## config.mk

```make
export PLATFORM = sky130hd
export DESIGN_NAME = data_cell_rx_buffer_ctrl
export DESIGN_NICKNAME = d
export VERILOG_FILES = /design/src/common/rx_buf_pkg.sv /design/src/cell_ptr_unit.sv /design/src/data_cell_rx_buffer_ctrl.sv
export VERILOG_INCLUDE_DIRS = /design/src /design/src/common
export SDC_FILE = /design/constraint.sdc
export NUM_CORES = 1
export LEC_CHECK = 0
export BUFFER_PORTS_ARGS = -buffer_cell sky130_fd_sc_hd__buf_2
export CORE_MARGIN = 5
export CORE_UTILIZATION = 25
export CTS_BUF_LIST = sky130_fd_sc_hd__clkbuf_4 sky130_fd_sc_hd__clkbuf_8
export DETAILED_ROUTE_END_ITERATION = 7
export GPL_TIMING_DRIVEN = 0
export SYNTH_ARGS = -nofsm -noshare
export SYNTH_HDL_FRONTEND = slang
export SYNTH_SLANG_ARGS = --single-unit
```

## constraint.sdc

```tcl
create_clock -name clk_i -period 2.9 [get_ports clk_i]
set_input_delay 0.58 -clock clk_i [delete_from_list [all_inputs] [get_ports clk_i]]
set_output_delay 0.58 -clock clk_i [all_outputs]
set_load 0.02 [all_outputs]
```

## src/common/rx_buf_consts.svh

```systemverilog
// register indices, field positions and reset values of the rx cell buffer
`ifndef RX_BUF_CONSTS_SVH
`define RX_BUF_CONSTS_SVH

// register indices; byte address on the bus is four times the index
`define RXB_IDX_CTRL        14'h2020
`define RXB_IDX_STATUS      14'h2022
`define RXB_IDX_CONFIG      14'h2024
`define RXB_IDX_WPTR        14'h2026
`define RXB_IDX_RPTR        14'h2028

// control register fields
`define RXB_CTRL_ENB_BIT    0
`define RXB_CTRL_SE_LSB     1
`define RXB_CTRL_W          5

// status register fields
`define RXB_ST_OVERRUN_BIT  1
`define RXB_ST_ARRIVAL_BIT  2
`define RXB_ST_HALF_BIT     3
`define RXB_ST_ROLL_BIT     4
`define RXB_ST_LSB          1
`define RXB_FLAG_N          4

// configuration register fields
`define RXB_CFG_SIZE_LSB    0
`define RXB_CFG_SIZE_MSB    1
`define RXB_CFG_BASE_LSB    2
`define RXB_CFG_BASE_MSB    12
`define RXB_BASE_W          11
`define RXB_BASE_ZERO_W     9
`define RXB_CELL_SHIFT_W    5

// pointer width and reset values
`define RXB_PTR_W           7
`define RXB_CTRL_RST        5'h00
`define RXB_STATUS_RST      4'h0
`define RXB_CFG_RST         13'h0000
`define RXB_WPTR_RST        7'h00
`define RXB_RPTR_RST        7'h7f

`endif

```

## src/common/rx_buf_pkg.sv

```systemverilog
// types shared by the rx cell buffer control logic
package rx_buf_pkg;

    // buffer capacity codes
    typedef enum logic [1:0] {
        SIZE_16  = 2'b00,
        SIZE_32  = 2'b01,
        SIZE_64  = 2'b10,
        SIZE_128 = 2'b11
    } buffer_size_t;

    typedef logic [6:0] cell_ptr_t;

endpackage : rx_buf_pkg

```

## src/cell_ptr_unit.sv

```systemverilog
// write pointer, occupancy and overrun compare of the rx cell buffer
`timescale 1ns/100ps
`include "rx_buf_consts.svh"

module cell_ptr_unit
    import rx_buf_pkg::*;
(
    input  wire logic         clk_i,
    input  wire logic         rst_i,
    input  wire logic         enable_i,
    input  wire logic         cell_done_i,
    input  wire buffer_size_t size_i,
    input  wire cell_ptr_t    read_ptr_i,
    output cell_ptr_t         write_ptr_o,
    output logic              overrun_o,
    output logic              half_full_o
);

    cell_ptr_t wp_ff;
    cell_ptr_t nxt_wp;
    cell_ptr_t size_mask;
    cell_ptr_t half_level;
    cell_ptr_t occupancy;

    // wrap mask and half level per size code
    always_comb begin
        case (size_i)
            SIZE_16:  size_mask = 7'h0f;
            SIZE_32:  size_mask = 7'h1f;
            SIZE_64:  size_mask = 7'h3f;
            SIZE_128: size_mask = 7'h7f;
            default:  size_mask = 7'h7f;
        endcase
        half_level = (size_mask >> 1) + 7'h01;
    end

    // pointer advance, wrap and clear to zero while disabled
    always_comb begin
        nxt_wp = wp_ff;
        if (!enable_i) begin
            nxt_wp = `RXB_WPTR_RST;
        end else if (cell_done_i) begin
            nxt_wp = (wp_ff + 7'h01) & size_mask;
        end
    end

    always_ff @(posedge clk_i) begin
        if (rst_i) begin
            wp_ff <= `RXB_WPTR_RST;
        end else begin
            wp_ff <= nxt_wp;
        end
    end

    // occupancy modulo size and the two compare conditions
    always_comb begin
        occupancy   = (wp_ff - read_ptr_i) & size_mask;
        half_full_o = enable_i && (occupancy >= half_level);
        overrun_o   = enable_i
                   && (((wp_ff ^ read_ptr_i) & size_mask) == 7'h00);
    end

    assign write_ptr_o = wp_ff;

endmodule : cell_ptr_unit

```

## src/data_cell_rx_buffer_ctrl.sv

```systemverilog
// status, configuration and pointer registers of the rx data cell buffer
`timescale 1ns/100ps
`include "rx_buf_consts.svh"

// Summary of operation
// - The overrun flag is set while receive is enabled and the write pointer equals the read pointer within the size.
// - The cell-arrival flag is set each time one data cell has been written to memory.
// - The half-full flag is set when the pointer compare shows half the buffer in use.
// - The rollover flag is set when the 16-bit received-cell counter wraps.
// - Each flag stays set until software writes a zero to it; writing a one does nothing.
// - The size field selects 16, 32, 64 or 128 cells for codes 00 to 11.
// - The base field supplies word-address bits 19:9 of the first cell of the buffer.
// - Word-address bits 8:0 of the buffer base are always zero.
// - Any set flag whose service enable is one raises the service request output.
// - While receive is disabled the write pointer is held at zero and cells are dropped.
// - The write pointer steps by one per written cell and wraps within the size.
module data_cell_rx_buffer_ctrl
    import rx_buf_pkg::*;
(
    input  wire logic        clk_i,
    input  wire logic        rst_i,
    input  wire logic        wb_cyc_i,
    input  wire logic        wb_stb_i,
    input  wire logic        wb_we_i,
    input  wire logic [15:0] wb_adr_i,
    input  wire logic [3:0]  wb_sel_i,
    input  wire logic [31:0] wb_dat_i,
    output logic      [31:0] wb_dat_o,
    output logic             wb_ack_o,
    input  wire logic        cell_done_i,
    input  wire logic        counter_rollover_i,
    output logic             rx_data_enable_o,
    output logic      [6:0]  cell_write_pointer_o,
    output logic      [19:0] cell_word_addr_o,
    output logic             rx_data_service_request_o
);

    // bus handshake state
    logic        ack_ff;
    logic        nxt_ack;
    logic [31:0] rdata_ff;
    logic [31:0] nxt_rdata;

    // software visible registers and the cell word address register
    logic [`RXB_CTRL_W-1:0] ctrl_ff;
    logic [`RXB_CTRL_W-1:0] nxt_ctrl;
    logic [`RXB_FLAG_N-1:0] flags_ff;
    logic [`RXB_FLAG_N-1:0] nxt_flags;
    logic [12:0]            cfg_ff;
    logic [12:0]            nxt_cfg;
    cell_ptr_t              rp_ff;
    cell_ptr_t              nxt_rp;
    logic [19:0]            addr_ff;
    logic [19:0]            nxt_addr;

    // decode and derived signals
    logic                   req;
    logic                   wr_go;
    logic [13:0]            word_idx;
    logic                   hit_ctrl;
    logic                   hit_status;
    logic                   hit_cfg;
    logic                   hit_wptr;
    logic                   hit_rptr;
    logic [15:0]            wr_ctrl;
    logic [15:0]            wr_status;
    logic [15:0]            wr_cfg;
    logic [15:0]            wr_rptr;
    logic [15:0]            status_word;
    logic [`RXB_FLAG_N-1:0] flag_set;
    logic [`RXB_FLAG_N-1:0] flag_clr;
    logic                   enable;
    buffer_size_t           size;
    logic [`RXB_BASE_W-1:0] base;
    cell_ptr_t              wp;
    logic                   overrun_cond;
    logic                   half_cond;

    // merge byte lanes of a write into a 16-bit register image
    function automatic logic [15:0] lane_merge(
        input logic [15:0] old_v,
        input logic [15:0] new_v,
        input logic [1:0]  sel
    );
        logic [15:0] res;
        res = old_v;
        if (sel[0]) begin
            res[7:0] = new_v[7:0];
        end
        if (sel[1]) begin
            res[15:8] = new_v[15:8];
        end
        return res;
    endfunction : lane_merge

    // address decode on word index
    always_comb begin
        word_idx   = wb_adr_i[15:2];
        hit_ctrl   = (word_idx == `RXB_IDX_CTRL);
        hit_status = (word_idx == `RXB_IDX_STATUS);
        hit_cfg    = (word_idx == `RXB_IDX_CONFIG);
        hit_wptr   = (word_idx == `RXB_IDX_WPTR);
        hit_rptr   = (word_idx == `RXB_IDX_RPTR);
        req        = wb_cyc_i && wb_stb_i;
        wr_go      = req && wb_we_i && ack_ff;
    end

    // field views of the configuration
    always_comb begin
        enable = ctrl_ff[`RXB_CTRL_ENB_BIT];
        size   = buffer_size_t'(cfg_ff[`RXB_CFG_SIZE_MSB:`RXB_CFG_SIZE_LSB]);
        base   = cfg_ff[`RXB_CFG_BASE_MSB:`RXB_CFG_BASE_LSB];
    end

    // write pointer and pointer compares
    cell_ptr_unit u_ptr (
        .clk_i       (clk_i),
        .rst_i       (rst_i),
        .enable_i    (enable),
        .cell_done_i (cell_done_i),
        .size_i      (size),
        .read_ptr_i  (rp_ff),
        .write_ptr_o (wp),
        .overrun_o   (overrun_cond),
        .half_full_o (half_cond)
    );

    // lane merged write images
    always_comb begin
        wr_ctrl   = lane_merge({11'h000, ctrl_ff}, wb_dat_i[15:0],
                               wb_sel_i[1:0]);
        wr_status = lane_merge(status_word, wb_dat_i[15:0], wb_sel_i[1:0]);
        wr_cfg    = lane_merge({3'h0, cfg_ff}, wb_dat_i[15:0],
                               wb_sel_i[1:0]);
        wr_rptr   = lane_merge({9'h000, rp_ff}, wb_dat_i[15:0],
                               wb_sel_i[1:0]);
    end

    // single wait cycle bus handshake and registered read data
    always_comb begin
        nxt_ack   = req && !ack_ff;
        nxt_rdata = 32'h0000_0000;
        if (req && !ack_ff && !wb_we_i) begin
            if (hit_ctrl) begin
                nxt_rdata = {27'h0000000, ctrl_ff};
            end else if (hit_status) begin
                nxt_rdata = {16'h0000, status_word};
            end else if (hit_cfg) begin
                nxt_rdata = {19'h00000, cfg_ff};
            end else if (hit_wptr) begin
                nxt_rdata = {25'h0000000, wp};
            end else if (hit_rptr) begin
                nxt_rdata = {25'h0000000, rp_ff};
            end else begin
                nxt_rdata = 32'h0000_0000; // unmapped reads as zero
            end
        end
    end

    always_ff @(posedge clk_i) begin
        if (rst_i) begin
            ack_ff   <= 1'b0;
            rdata_ff <= 32'h0000_0000;
        end else begin
            ack_ff   <= nxt_ack;
            rdata_ff <= nxt_rdata;
        end
    end

    // control, configuration and read pointer writes
    always_comb begin
        nxt_ctrl = ctrl_ff;
        nxt_cfg  = cfg_ff;
        nxt_rp   = rp_ff;
        if (wr_go && hit_ctrl) begin
            nxt_ctrl = wr_ctrl[`RXB_CTRL_W-1:0];
        end
        if (wr_go && hit_cfg) begin
            nxt_cfg = wr_cfg[12:0];
        end
        if (wr_go && hit_rptr) begin
            nxt_rp = wr_rptr[6:0];
        end
    end

    always_ff @(posedge clk_i) begin
        if (rst_i) begin
            ctrl_ff <= `RXB_CTRL_RST;
            cfg_ff  <= `RXB_CFG_RST;
            rp_ff   <= `RXB_RPTR_RST;
        end else begin
            ctrl_ff <= nxt_ctrl;
            cfg_ff  <= nxt_cfg;
            rp_ff   <= nxt_rp;
        end
    end

    // status image with reserved bits at zero
    always_comb begin
        status_word = 16'h0000;
        status_word[`RXB_ST_LSB +: `RXB_FLAG_N] = flags_ff;
    end

    // hardware set conditions of the sticky flags
    always_comb begin
        flag_set = '0;
        flag_set[`RXB_ST_OVERRUN_BIT-`RXB_ST_LSB] = overrun_cond;
        flag_set[`RXB_ST_ARRIVAL_BIT-`RXB_ST_LSB] = enable
                                                 && cell_done_i;
        flag_set[`RXB_ST_HALF_BIT-`RXB_ST_LSB]    = half_cond;
        flag_set[`RXB_ST_ROLL_BIT-`RXB_ST_LSB]    = enable
                                                 && counter_rollover_i;
    end

    // software clears on written zeros, set wins
    generate
        for (genvar i = 0; i < `RXB_FLAG_N; i++) begin : g_flag
            always_comb begin
                flag_clr[i] = wr_go && hit_status
                           && !wr_status[`RXB_ST_LSB+i];
                nxt_flags[i] = flag_set[i]
                            || (flags_ff[i] && !flag_clr[i]);
            end
        end
    endgenerate

    always_ff @(posedge clk_i) begin
        if (rst_i) begin
            flags_ff <= `RXB_STATUS_RST;
        end else begin
            flags_ff <= nxt_flags;
        end
    end

    // word address of the cell being written
    always_comb begin
        nxt_addr = {base, {`RXB_BASE_ZERO_W{1'b0}}}
                 + {8'h00, wp, {`RXB_CELL_SHIFT_W{1'b0}}};
    end

    always_ff @(posedge clk_i) begin
        if (rst_i) begin
            addr_ff <= 20'h00000;
        end else begin
            addr_ff <= nxt_addr;
        end
    end

    // outputs
    assign wb_ack_o             = ack_ff;
    assign wb_dat_o             = rdata_ff;
    assign rx_data_enable_o     = enable;
    assign cell_write_pointer_o = wp;
    assign cell_word_addr_o     = addr_ff;
    assign rx_data_service_request_o =
        |(flags_ff & ctrl_ff[`RXB_CTRL_SE_LSB +: `RXB_FLAG_N]);

endmodule : data_cell_rx_buffer_ctrl

```

==> impl_metrics.py, run 1 <==
metrics = {
    "outcome": {
        "run_status": "complete, no violations",
    },
    "drt": {
        "finalWirelength_mm": 9.56,
        "drtPass1Iterations": 5,
        "drt_iter0_markers": 219,
        "antenna_violating_nets_post_route": 0,
        "wl_per_cell_um": 14.3,
        "via_count": 3058,
        "detail_route.vias_per_cell": 4.58,
        "remaining_drc_errors": 0,
    },
    "pwr": {
        "total_switching_power_w": 0.000425,
        "power-per-cell-area_nw_per_um2": 425,
        "p_seq_share_pct": 49.3,
        "power_frac_comb_pct": 7.3,
        "irDropWorstVdd_mv": 0.197,
        "power_report.internal_total_w": 0.00139,
        "total_leakage_power_nw": 1.87,
        "power.share.switching_pct": 23.4,
        "p_clk_share_pct": 43.5,
    },
    "clock_tree": {
        "cts-root-to-sink-buffers": 2,
        "insertion_delay_ns": 0.34,
        "clockRootBuffer": "clkbuf_8",
        "cts-htree-levels": 3,
        "numClockSinks": 65,
        "cts_tree": "done",
        "cts_buffers": 9,
        "clk_pin_slew_ns": 0.07,
        "cts.repair_timing.setup_buffer_count": 0,
    },
    "sta": {
        "fin_crit_ns": 2.69,
        "report.final.setup_viol": 0,
        "grt_setup_unrepaired": "no",
        "final-hold-violation-count": 0,
        "final_max_slew_viol_count": 0,
        "setup-tns-final_ns": 0,
        "clock_skew_ns": 0.00757,
        "postLayoutSetupSlackWorst_ns": 0.208,
        "fmax_ghz": 0.371,
        "hold_slack_ns": 0.469,
        "worst_margin_pin_slew_ns": 0.618,
        "layout_worst_path_cycle_share_pct": 92.8,
        "timing.slew.headroom_pct": 58.8,
    },
    "place": {
        "gp_congestion": 0.837,
        "placement.io_buffers": 70,
        "place_ws_ns": -0.265,
        "post-dp-hpwl_mm": 7.47,
    },
    "grt": {
        "first_global_vias": 2991,
        "grt_start_max_net_pins": 11,
        "gr-total-overflow": 0,
        "gr_usage_total_pct": 11.8,
        "number_of_antenna_violations_at_the_first_check_in_global_routing": 0,
        "grt_pass1_wl_mm": 15.3,
    },
    "worst_setup_path": {
        "timing.critical_path.to": "flags_ff[2]$_SDFF_PP0_",
        "timing.critical_path.to_type": "flip-flop",
        "setup.worst_path.start_class": "flip-flop",
        "rr_worst_depth": 11,
        "required_ns": 3.11,
        "worstPathArrival_ns": 2.90,
        "criticalPathCategory": "reg -> reg",
        "critical_path.reg2reg.endpoint": "flags_ff[2]$_SDFF_PP0_",
        "critical_path_peak_fanout": 6,
        "ff_to_ff_start": "u_ptr.write_ptr_o[0]$_SDFFE_PP0P_",
        "worst_reg2reg_setup_slack_ns": 0.21,
        "worst_setup_path_startpoint": "u_ptr.write_ptr_o[0]$_SDFFE_PP0P_",
    },
    "floorplanning": {
        "die-area_um2": 16000,
        "num_ports": 121,
        "core-area_um2": 13300,
        "die_height_um": 126,
        "initial_core_utilization_pct": 25.5,
        "die_width_um": 126,
        "placement_rows": 42,
    },
    "synth": {
        "netlist_instances": 383,
        "synth_sequential_area_ratio_pct": 38.4,
        "synthArstFlopShare_pct": 0,
        "yosys.cell_types.count": 48,
        "ys_warns": 0,
        "synthesis.area_um2": 3390,
        "syn_area_per_cell_um2": 8.85,
        "number_of_synthesized_register_bits": 65,
        "number_of_flops_mapped_to_enable_cells_by_yosys": 0,
        "ys.flop_type": "dfxtp_1",
    },
    "layout": {
        "syn_to_final_growth_pct": 25.8,
        "final_layout_size_suffix_gt1_share_pct": 25.9,
        "final_nets": 562,
        "fillCellCount": 1408,
        "antenna_cells": 0,
    },
    "min_path": {
        "hold_path_class": "reg -> reg",
    },
    "flow_run": {
        "drv_cap": 0,
    },
}
## kinds of logic (layout without fill, tap and decap cells)
kind of cell	Yosys count	in the layout	share of synthesized area, %
other	1	24	0.111
AND/OR/NAND/NOR	144	144	23.4
XOR/XNOR	15	15	3.87
AO/OA/AOI/OAI	62	62	12.0
adder cells (fa/ha/maj)	16	16	6.35
buffers and inverters	60	145	9.96
multiplexers	20	20	5.98
flip-flops	65	65	38.4
## Yosys cell counts, types with 2 or more instances
cell	number	area, um^2
and3_1	4	25.0
nand4_1	7	43.8
nor2_1	47	176
nand3_1	4	20.0
and2_1	7	43.8
xor2_1	8	70.1
a32oi_1	3	26.3
xnor2_1	7	61.3
nand2_1	18	67.6
nor4_2	2	25.0
fa_1	2	40.0
o21ai_0	15	75.1
or4_1	3	22.5
nor3b_1	2	15.0
o21a_1	2	15.0
a32o_1	4	40.0
buf_4	28	210
o21ai_1	3	15.0
ha_1	14	175
nor3_1	14	70.1
inv_1	13	48.8
mux2i_1	18	180
a21oi_1	15	75.1
dfxtp_1	65	1300
a22oi_1	6	45.0
nor3_4	2	32.5
buf_1	2	7.51
nand2b_1	12	75.1
a211oi_1	4	30.0
mux2_2	2	22.5
or3b_2	3	26.3
a21o_1	2	15.0
o41ai_1	2	17.5
clkbuf_1	16	60.1
nand3b_1	4	30.0
nor2b_1	11	68.8
## worst max-delay path, cell delays in order (launching register included)
cell and delay, ns:
dfxtp_2 0.40, inv_1 0.12, ha_1 0.25, fa_1 0.37, nor2b_1 0.11, o21ai_0 0.08, nand2_1 0.14, a21oi_1 0.09
or3b_2 0.46, ha_1 0.28, a21oi_1 0.18, o21ai_1 0.08
## cell usage in the layout (no fill, tap or decap), types with 15 or more instances in the layout
cell type  synthesis  layout
nor2_1            47      47
buf_2              0      70
buf_4             28      28
o21ai_0           15      15
a21oi_1           15      15
nand2_1           18      18
dfxtp_1           65      64
mux2i_1           18      18
conb_1             1      24
clkbuf_1          16      16
## metrics by stage
| step | util, % | power (W) | cell area, um^2 | std cells |
|---|---|---|---|---|
| after detailed placement | 30.4 | 0.00104 | 4050 | 652 |
| after global placement | 30.4 | 0.00104 | 4050 | 652 |
| after CTS | 31.9 | 0.00182 | 4250 | 667 |
| after global routing | 32.1 | 0.00188 | 4270 | 667 |
| final | 32.1 | 0.00181 | 4270 | 667 |
| after floorplan | - | 0.00100 | 3480 | 406 |
## area by class of cell
cell class / instances / area [um^2] / share of cell area (%)
Multi-Input combinational cell: 281 / 1860 / 43.5
Sequential cell: 65 / 1300 / 30.5
Timing Repair Buffer: 70 / 350 / 8.21
Buffer: 47 / 289 / 6.78
Tap cell: 176 / 220 / 5.16
Clock buffer: 12 / 159 / 3.73
Inverter: 13 / 48.8 / 1.14
Clock inverter: 3 / 40.0 / 0.939
## sequential cells by signal, indices dropped and copies added (netlist names)
| name | flops |
|---|---|
| u_ptr.write_ptr_o | 7 |
| cfg_ff | 13 |
| cell_word_addr_o | 15 |
| ctrl_ff | 5 |
| flags_ff | 4 |
| wb_ack_o | 1 |
| rp_ff | 7 |
| wb_dat_o | 13 |
## power groups by stage
stage | clock network, W | registers, W | logic, W
floorplan | 0 | 0.000914 | 0.0000855
global placement | 0 | 0.000913 | 0.000127
detailed placement | 0 | 0.000914 | 0.000128
CTS | 0.000799 | 0.000893 | 0.000128
global route | 0.000845 | 0.000893 | 0.000143
finish | 0.000789 | 0.000893 | 0.000132
## worst min-delay path by stage
stage | cells after the start | end | from | slack, ns
final | 1 | wb_ack_o$_SDFF_PP0_ | wb_ack_o$_SDFF_PP0_ | 0.47
after global routing | 3 | cfg_ff[7]$_SDFFE_PP0P_ | wb_dat_i[7] | 0.48
after CTS | 3 | cfg_ff[11]$_SDFFE_PP0P_ | wb_dat_i[11] | 0.47
after detailed placement | 1 | wb_ack_o$_SDFF_PP0_ | wb_ack_o$_SDFF_PP0_ | 0.47
after global placement | 1 | wb_ack_o$_SDFF_PP0_ | wb_ack_o$_SDFF_PP0_ | 0.43
after floorplan | 2 | flags_ff[3]$_SDFF_PP0_ | flags_ff[3]$_SDFF_PP0_ | 0.47
## repair_timing
action / CTS / global route
endpoints found under the hold margin: 0 / 0
hold buffers: 0 / 0
resized for setup: 0 / 3
setup endpoints to repair: 0 / 5
## per-layer routing
| metal | share of wire [%] | wire length [um] | up-vias | global-route usage (%) |
|---|---|---|---|---|
| met1 | 47 | 4480 | 1413 | 16.2 |
| met5 | 0 | 0 | - | 0 |
| met4 | 2.1 | 204 | 0 | 3.97 |
| li1 | - | - | 1485 | - |
| met2 | 43 | 4130 | 138 | 17.7 |
| met3 | 7.8 | 747 | 22 | 3.36 |
(Power assumes the default switching activity.)
==> run 2: changes to the inputs <==
- ABC_AREA: not set -> 1
- PLACE_DENSITY: not set -> 0.56
==> run 2 against run 1 <==
Compared with the run above: clock-buffer cell count grew 2; flip-flop and latch count did not move; setup slack improved by 0.063 ns; synthesized cell count rose by 25%; global-route usage is 0.11 points higher; clock skew is 0.0061 ns higher; combinational power is essentially flat; first-iteration DRC count down 5.9%; wire length rose by 0.25%; fmax grew 2.4%; hold slack lost 0.00051 ns.
==> impl_metrics.py, run 2 <==
metrics = {
    "worst_setup_path": {
        "critical_path.reg2reg.endpoint": "flags_ff[2]$_SDFF_PP0_",
        "cp_num_cells": 13,
        "critical_path.cell_chain": "inv_1, ha_1, fa_1, o21ai_1, o21ai_0, a21oi_1, ha_1, o21ai_0, nand2_1, a21oi_1, nor2_1, o21ai_0, nand2_1",
        "ff_to_ff_start": "u_ptr.write_ptr_o[0]$_SDFFE_PP0P_",
        "worst_setup_path_startpoint": "u_ptr.write_ptr_o[0]$_SDFFE_PP0P_",
        "worst_path_most_repeated_cell": "o21ai_0",
        "critical_path_peak_fanout": 5,
        "worstPathArrival_ns": 2.86,
        "path_delay_family": "compound AO/OA/AOI/OAI gates",
        "worst_path_largest_cell_delay_ns": 0.42,
        "timing.critical_path.to_type": "flip-flop",
        "timing.critical_path.slowest_stage_cell": "dfxtp_1",
        "worst_reg2reg_setup_slack_ns": 0.27,
        "total_buffers_and_inverters_traversed_by_the_critical_path": 1,
        "timing.critical_path.to": "flags_ff[2]$_SDFF_PP0_",
        "rr_worst_depth": 13,
        "setup.worst_path.start_class": "flip-flop",
        "criticalPathCategory": "reg -> reg",
        "required_ns": 3.13,
    },
    "synth": {
        "synthesis.area_um2": 3480,
        "yosys.area.top_type": "dfxtp_1",
        "synth.cells.most_frequent": "nand2_1, inv_1, dfxtp_1, nor2_1, o21ai_0",
        "number_of_flops_mapped_to_enable_cells_by_yosys": 0,
        "netlist_instances": 479,
        "ys_warns": 0,
        "synth_top_cells_by_area": "dfxtp_1, nand2_1, inv_1",
        "ys.flop_type": "dfxtp_1",
        "synthDominantCellAreaShare_pct": 37.3,
        "number_of_synthesized_register_bits": 65,
        "synthArstFlopShare_pct": 0,
        "yosys.cell_types.count": 36,
        "syn_area_per_cell_um2": 7.27,
        "synth_sequential_area_ratio_pct": 37.3,
        "yosys.cell_count.top_type": "nand2_1",
    },
    "clock_tree": {
        "cts.repair_timing.setup_buffer_count": 0,
        "cts_resized": 0,
        "insertion_delay_ns": 0.35,
        "cts-root-to-sink-buffers": 2,
        "cts.hold.buffers_added": 0,
        "cts_buffers": 9,
        "clk_pin_slew_ns": 0.07,
        "cts_tree": "done",
        "clockRootBuffer": "clkbuf_8",
        "numClockSinks": 65,
        "cts-htree-levels": 3,
    },
    "sta": {
        "layout_worst_path_cycle_share_pct": 90.7,
        "grt_setup_unrepaired": "no",
        "final-hold-violation-count": 0,
        "worst_margin_pin_slew_ns": 0.675,
        "hold_slack_ns": 0.468,
        "setup-tns-final_ns": 0,
        "final_max_slew_viol_count": 0,
        "postLayoutSetupSlackWorst_ns": 0.271,
        "fmax_ghz": 0.380,
        "timing.slew.headroom_pct": 55.0,
        "report.final.setup_viol": 0,
        "fin_crit_ns": 2.63,
        "clock_skew_ns": 0.0136,
    },
    "pwr": {
        "irDropWorstVdd_mv": 0.174,
        "post-layout-total-power_w": 0.00193,
        "power-per-cell-area_nw_per_um2": 439,
        "total_leakage_power_nw": 2.17,
    },
    "place": {
        "post-dp-hpwl_mm": 7.76,
        "gp_congestion": 0.841,
        "placement.io_buffers": 73,
        "cell_area_after_placement_um2": 4160,
        "place_ws_ns": 0.235,
    },
    "floorplanning": {
        "initial_core_utilization_pct": 25.3,
        "core-area_um2": 13800,
        "num_ports": 121,
        "placement_rows": 43,
        "die_width_um": 128,
        "die_height_um": 128,
        "die-area_um2": 16400,
    },
    "grt": {
        "gr_usage_total_pct": 11.9,
        "number_of_antenna_violations_at_the_first_check_in_global_routing": 0,
        "grt_pass1_wl_mm": 15.4,
        "grt_start_max_net_pins": 11,
        "gr-total-overflow": 0,
        "first_global_vias": 2997,
    },
    "layout": {
        "final_common_cell": "nand2_1",
        "syn_to_final_growth_pct": 26.1,
        "largest_register_ffs": 15,
        "final_layout_size_suffix_gt1_share_pct": 23.9,
        "antenna_cells": 0,
        "finalInstanceArea_um2": 4400,
        "final_nets": 661,
        "layout_common_cells": "nand2_1, buf_2, inv_1, dfxtp_1, nor2_1",
        "fillCellCount": 1556,
    },
    "drt": {
        "drt_iter0_markers": 206,
        "via_count": 3204,
        "drtPass1Iterations": 4,
        "detail_route.vias_per_cell": 4.16,
        "wl_per_cell_um": 12.4,
        "remaining_drc_errors": 0,
        "antenna_violating_nets_post_route": 0,
        "finalWirelength_mm": 9.59,
    },
    "flow_run": {
        "drv_cap": 0,
    },
    "outcome": {
        "run_status": "complete, no violations",
    },
    "min_path": {
        "hold_path_class": "reg -> reg",
    },
}
## run 2: cell count changes in the layout (fill, tap and decap cells not counted), sizes merged, moves of 7 or more
cell	previous run	this run
mux2i	18	0
clkbuf	28	17
o21ai	18	35
nand2b	12	0
nand2	18	86
a21oi	15	34
nor2	47	64
and2	7	0
nor2b	11	0
nor3b	2	9
inv	13	69
nand3	4	35
nor3	16	4
## run 2: final cells by class
cell class | instances | area [um^2] | share of cell area, %
buffer | 36 | 263 | 5.98
clock buffer | 14 | 174 | 3.96
clock inverter | 2 | 60.1 | 1.37
inverter | 70 | 264 | 6.01
multi-input combinational | 331 | 1740 | 39.7
sequential | 65 | 1300 | 29.6
tap | 180 | 225 | 5.12
timing repair buffer | 73 | 365 | 8.31
## run 2: report_power, final
part | switching [W] | internal (W)
combinational | 0.0000807 | 0.0000488
sequential | 0.000000400 | 0.000893
clock | 0.000346 | 0.000561
## run 2: logic make-up after synthesis
kind of cell | count (synthesis) | share of synthesized area [%]
AO/OA/AOI/OAI | 83 | 13.0
XOR/XNOR | 3 | 0.754
adder cells (fa/ha/maj) | 16 | 6.18
buffers and inverters | 106 | 15.1
flip-flops | 65 | 37.3
other | 1 | 0.108
AND/OR/NAND/NOR | 205 | 27.5
## run 2: worst register-to-register path, delay by kind of cell, from the launching register on
| family | cells | cell delay, ns |
|---|---|---|
| AO/OA/AOI/OAI | 6 | 0.92 |
| adder cells (fa/ha/maj) | 3 | 0.84 |
| flip-flops | 1 | 0.42 |
| AND/OR/NAND/NOR | 3 | 0.21 |
| buffers and inverters | 1 | 0.11 |
## run 2: worst min path at each step
stage | from | endpoint | depth (start not counted)
after detailed placement | rp_ff[5]$_SDFFE_PP1P_ | rp_ff[5]$_SDFFE_PP1P_ | 2
after global routing | counter_rollover_i | flags_ff[3]$_SDFF_PP0_ | 3
after floorplan | rp_ff[5]$_SDFFE_PP1P_ | rp_ff[5]$_SDFFE_PP1P_ | 2
final | ctrl_ff[3]$_SDFFE_PP0P_ | ctrl_ff[3]$_SDFFE_PP0P_ | 2
after CTS | rp_ff[5]$_SDFFE_PP1P_ | rp_ff[5]$_SDFFE_PP1P_ | 2
after global placement | wb_ack_o$_SDFF_PP0_ | wb_ack_o$_SDFF_PP0_ | 1
## run 2: through the flow
| stage | cells | utilization [%] |
|---|---|---|
| floorplan | 502 | - |
| global placement | 755 | 30.2 |
| detailed placement | 755 | 30.2 |
| CTS | 771 | 31.9 |
| global route | 771 | 31.9 |
| finish | 771 | 31.9 |
## run 2: per-layer routing
metal,track usage [%],part of all wire [%],vias up
met3,3.04,5.8,10
li1,-,-,1706
met5,0,0,-
met4,3.56,1.4,0
met1,16.0,47,1412
met2,18.8,46,76
==> run 3: changes to the inputs <==
--- a/config.mk
+++ b/config.mk
@@ -15,3 +15,2 @@
 export GPL_TIMING_DRIVEN = 0
-export PLACE_DENSITY = 0.56
 export SYNTH_ARGS = -nofsm -noshare
==> constraint.sdc (replaced) <==
create_clock -name clk_i -period 2.9 [get_ports clk_i]
set_input_delay 0.29 -clock clk_i [delete_from_list [all_inputs] [get_ports clk_i]]
set_output_delay 0.29 -clock clk_i [all_outputs]
set_load 0.02 [all_outputs]
==> run 3 against run 2 <==
Compared with the run above: utilization hardly changed; final cell count stayed put; final area is 0.14% lower; non-clock buffer count stayed put; sequential share of layout area hardly changed; power is 1.2% lower; critical path type unchanged; die area stayed put; first-iteration DRC count is 17% lower; via count is 1.2% higher; global-route usage is 0.071 points lower.
==> impl_metrics.py, run 3 (synthesis results as in run 2) <==
metrics = {
    "floorplanning": {
        "initial_core_utilization_pct": 25.3,
        "die-area_um2": 16400,
        "die_width_um": 128,
        "num_ports": 121,
        "die_height_um": 128,
        "placement_rows": 43,
        "core-area_um2": 13800,
    },
    "worst_setup_path": {
        "setup.worst_path.start_class": "flip-flop",
        "worstPathArrival_ns": 2.84,
        "ff_to_ff_start": "u_ptr.write_ptr_o[0]$_SDFFE_PP0P_",
        "critical_path.cell_chain": "inv_1, ha_1, fa_1, o21ai_1, o21ai_0, a21oi_1, ha_1, o21ai_0, nand2_1, a21oi_1, nor2_1, o21ai_0, nand2_1",
        "critical_path.reg2reg.endpoint": "flags_ff[2]$_SDFF_PP0_",
        "timing.critical_path.slowest_stage_cell": "dfxtp_1",
        "critical_path_peak_fanout": 5,
        "criticalPathCategory": "reg -> reg",
        "worst_path_largest_cell_delay_ns": 0.43,
        "worst_setup_path_startpoint": "u_ptr.write_ptr_o[0]$_SDFFE_PP0P_",
        "worst_path_most_repeated_cell": "o21ai_0",
        "timing.critical_path.to_type": "flip-flop",
        "worst_reg2reg_setup_slack_ns": 0.29,
        "path_delay_family": "compound AO/OA/AOI/OAI gates",
        "total_buffers_and_inverters_traversed_by_the_critical_path": 1,
        "rr_worst_depth": 13,
        "required_ns": 3.13,
    },
    "sta": {
        "grt_setup_unrepaired": "no",
        "worst_margin_pin_slew_ns": 0.617,
        "timing.slew.headroom_pct": 58.7,
        "layout_worst_path_cycle_share_pct": 90.0,
        "final-hold-violation-count": 0,
        "clock_skew_ns": 0.0127,
        "hold_slack_ns": 0.171,
        "fmax_ghz": 0.383,
        "report.final.setup_viol": 0,
        "fin_crit_ns": 2.61,
        "setup-tns-final_ns": 0,
        "final_max_slew_viol_count": 0,
    },
    "layout": {
        "antenna_cells": 0,
        "final_layout_size_suffix_gt1_share_pct": 23.9,
        "final_nets": 661,
        "final_common_cell": "nand2_1",
        "layout_common_cells": "nand2_1, buf_2, inv_1, dfxtp_1, nor2_1",
        "fillCellCount": 1505,
        "multi_input_area_um2": 1740,
        "seq_area_um2": 1300,
        "largest_register_ffs": 15,
        "syn_to_final_growth_pct": 26.0,
    },
    "pwr": {
        "irDropWorstVdd_mv": 0.184,
        "power-per-cell-area_nw_per_um2": 435,
        "total_leakage_power_nw": 2.16,
    },
    "drt": {
        "wl_per_cell_um": 12.5,
        "detail_route.vias_per_cell": 4.20,
        "via_count": 3241,
        "drtPass1Iterations": 4,
        "finalWirelength_mm": 9.63,
        "antenna_violating_nets_post_route": 0,
        "drt_iter0_markers": 172,
        "remaining_drc_errors": 0,
    },
    "clock_tree": {
        "cts-htree-levels": 3,
        "clockRootBuffer": "clkbuf_8",
        "cts-root-to-sink-buffers": 2,
        "cts_resized": 0,
        "cts.hold.buffers_added": 0,
        "clk_pin_slew_ns": 0.07,
        "cts_buffers": 9,
        "cts.repair_timing.setup_buffer_count": 0,
        "insertion_delay_ns": 0.35,
        "cts_tree": "done",
        "numClockSinks": 65,
    },
    "min_path": {
        "holdPathStages": 3,
        "holdCritStartpoint": "counter_rollover_i",
        "hold_path_class": "in -> reg",
        "timing.hold.worst_endpoint": "flags_ff[3]$_SDFF_PP0_",
    },
    "grt": {
        "grt_pass1_wl_mm": 15.4,
        "groute.layer.met1.usage_pct": 14.9,
        "grt_start_max_net_pins": 13,
        "grtUsageMet2_pct": 19.3,
        "grt.met3_usage_pct": 3.29,
        "first_global_vias": 3089,
        "grt-busiest-layer": "met2",
        "gr_usage_total_pct": 11.8,
        "number_of_antenna_violations_at_the_first_check_in_global_routing": 0,
        "gr-total-overflow": 0,
    },
    "place": {
        "gp_congestion": 0.840,
        "placement.io_buffers": 73,
        "post-dp-hpwl_mm": 7.79,
    },
    "outcome": {
        "run_status": "complete, no violations",
    },
    "flow_run": {
        "drv_cap": 0,
    },
}
==> run 3: metal layers <==
layer,vias to the layer above,part of all wire (%)
met2,73,48
met1,1448,45
met5,-,0
met4,0,1.5
met3,11,6.1
li1,1709,-
==> run 3: worst max path at each step <==
stage / end / slack [ns] / depth (start not counted)
6_report: flags_ff[2]$_SDFF_PP0_ / 0.29 / 13
5_1_grt: flags_ff[2]$_SDFF_PP0_ / 0.1 / 13
2_1_floorplan: flags_ff[2]$_SDFF_PP0_ / 0.64 / 13
3_3_place_gp: flags_ff[2]$_SDFF_PP0_ / 0.24 / 13
3_5_place_dp: flags_ff[2]$_SDFF_PP0_ / 0.25 / 13
4_1_cts: flags_ff[2]$_SDFF_PP0_ / 0.23 / 13
==> run 3: worst reg2reg max path, cell delays in order (launching register included) <==
cell and delay (ns):
dfxtp_1 0.43, inv_1 0.12, ha_1 0.24, fa_1 0.38, o21ai_1 0.21, o21ai_0 0.10
a21oi_1 0.13, ha_1 0.24, o21ai_0 0.07, nand2_1 0.07, a21oi_1 0.14, nor2_1 0.06
o21ai_0 0.24, nand2_1 0.08
==> run 3: area by class of cell <==
cell class	instances	area share, %
sequential	65	29.6
multi-input combinational	331	39.7
tap	180	5.13
clock inverter	6	2.05
timing repair buffer	73	8.32
clock buffer	10	3.14
buffer	36	5.99
inverter	70	6.01
==> run 3: metrics by stage <==
step / cell area [um^2] / cells / setup WS (ns) / total power, W / util, %
floorplan: 3570 / 502 / 0.643 / 0.000999 / -
CTS: 4390 / 771 / 0.232 / 0.00192 / 31.9
finish: 4390 / 771 / 0.291 / 0.00191 / 31.9
global placement: 4160 / 755 / 0.243 / 0.00104 / 30.2
global route: 4390 / 771 / 0.0969 / 0.00197 / 31.9
detailed placement: 4160 / 755 / 0.251 / 0.00104 / 30.2
==> run 3: where the power goes <==
part / leakage, nW / switching, W / internal, W
clock network: 0.113 / 0.000375 / 0.000510
registers: 0.524 / 0.000000425 / 0.000892
logic: 1.53 / 0.0000802 / 0.0000488
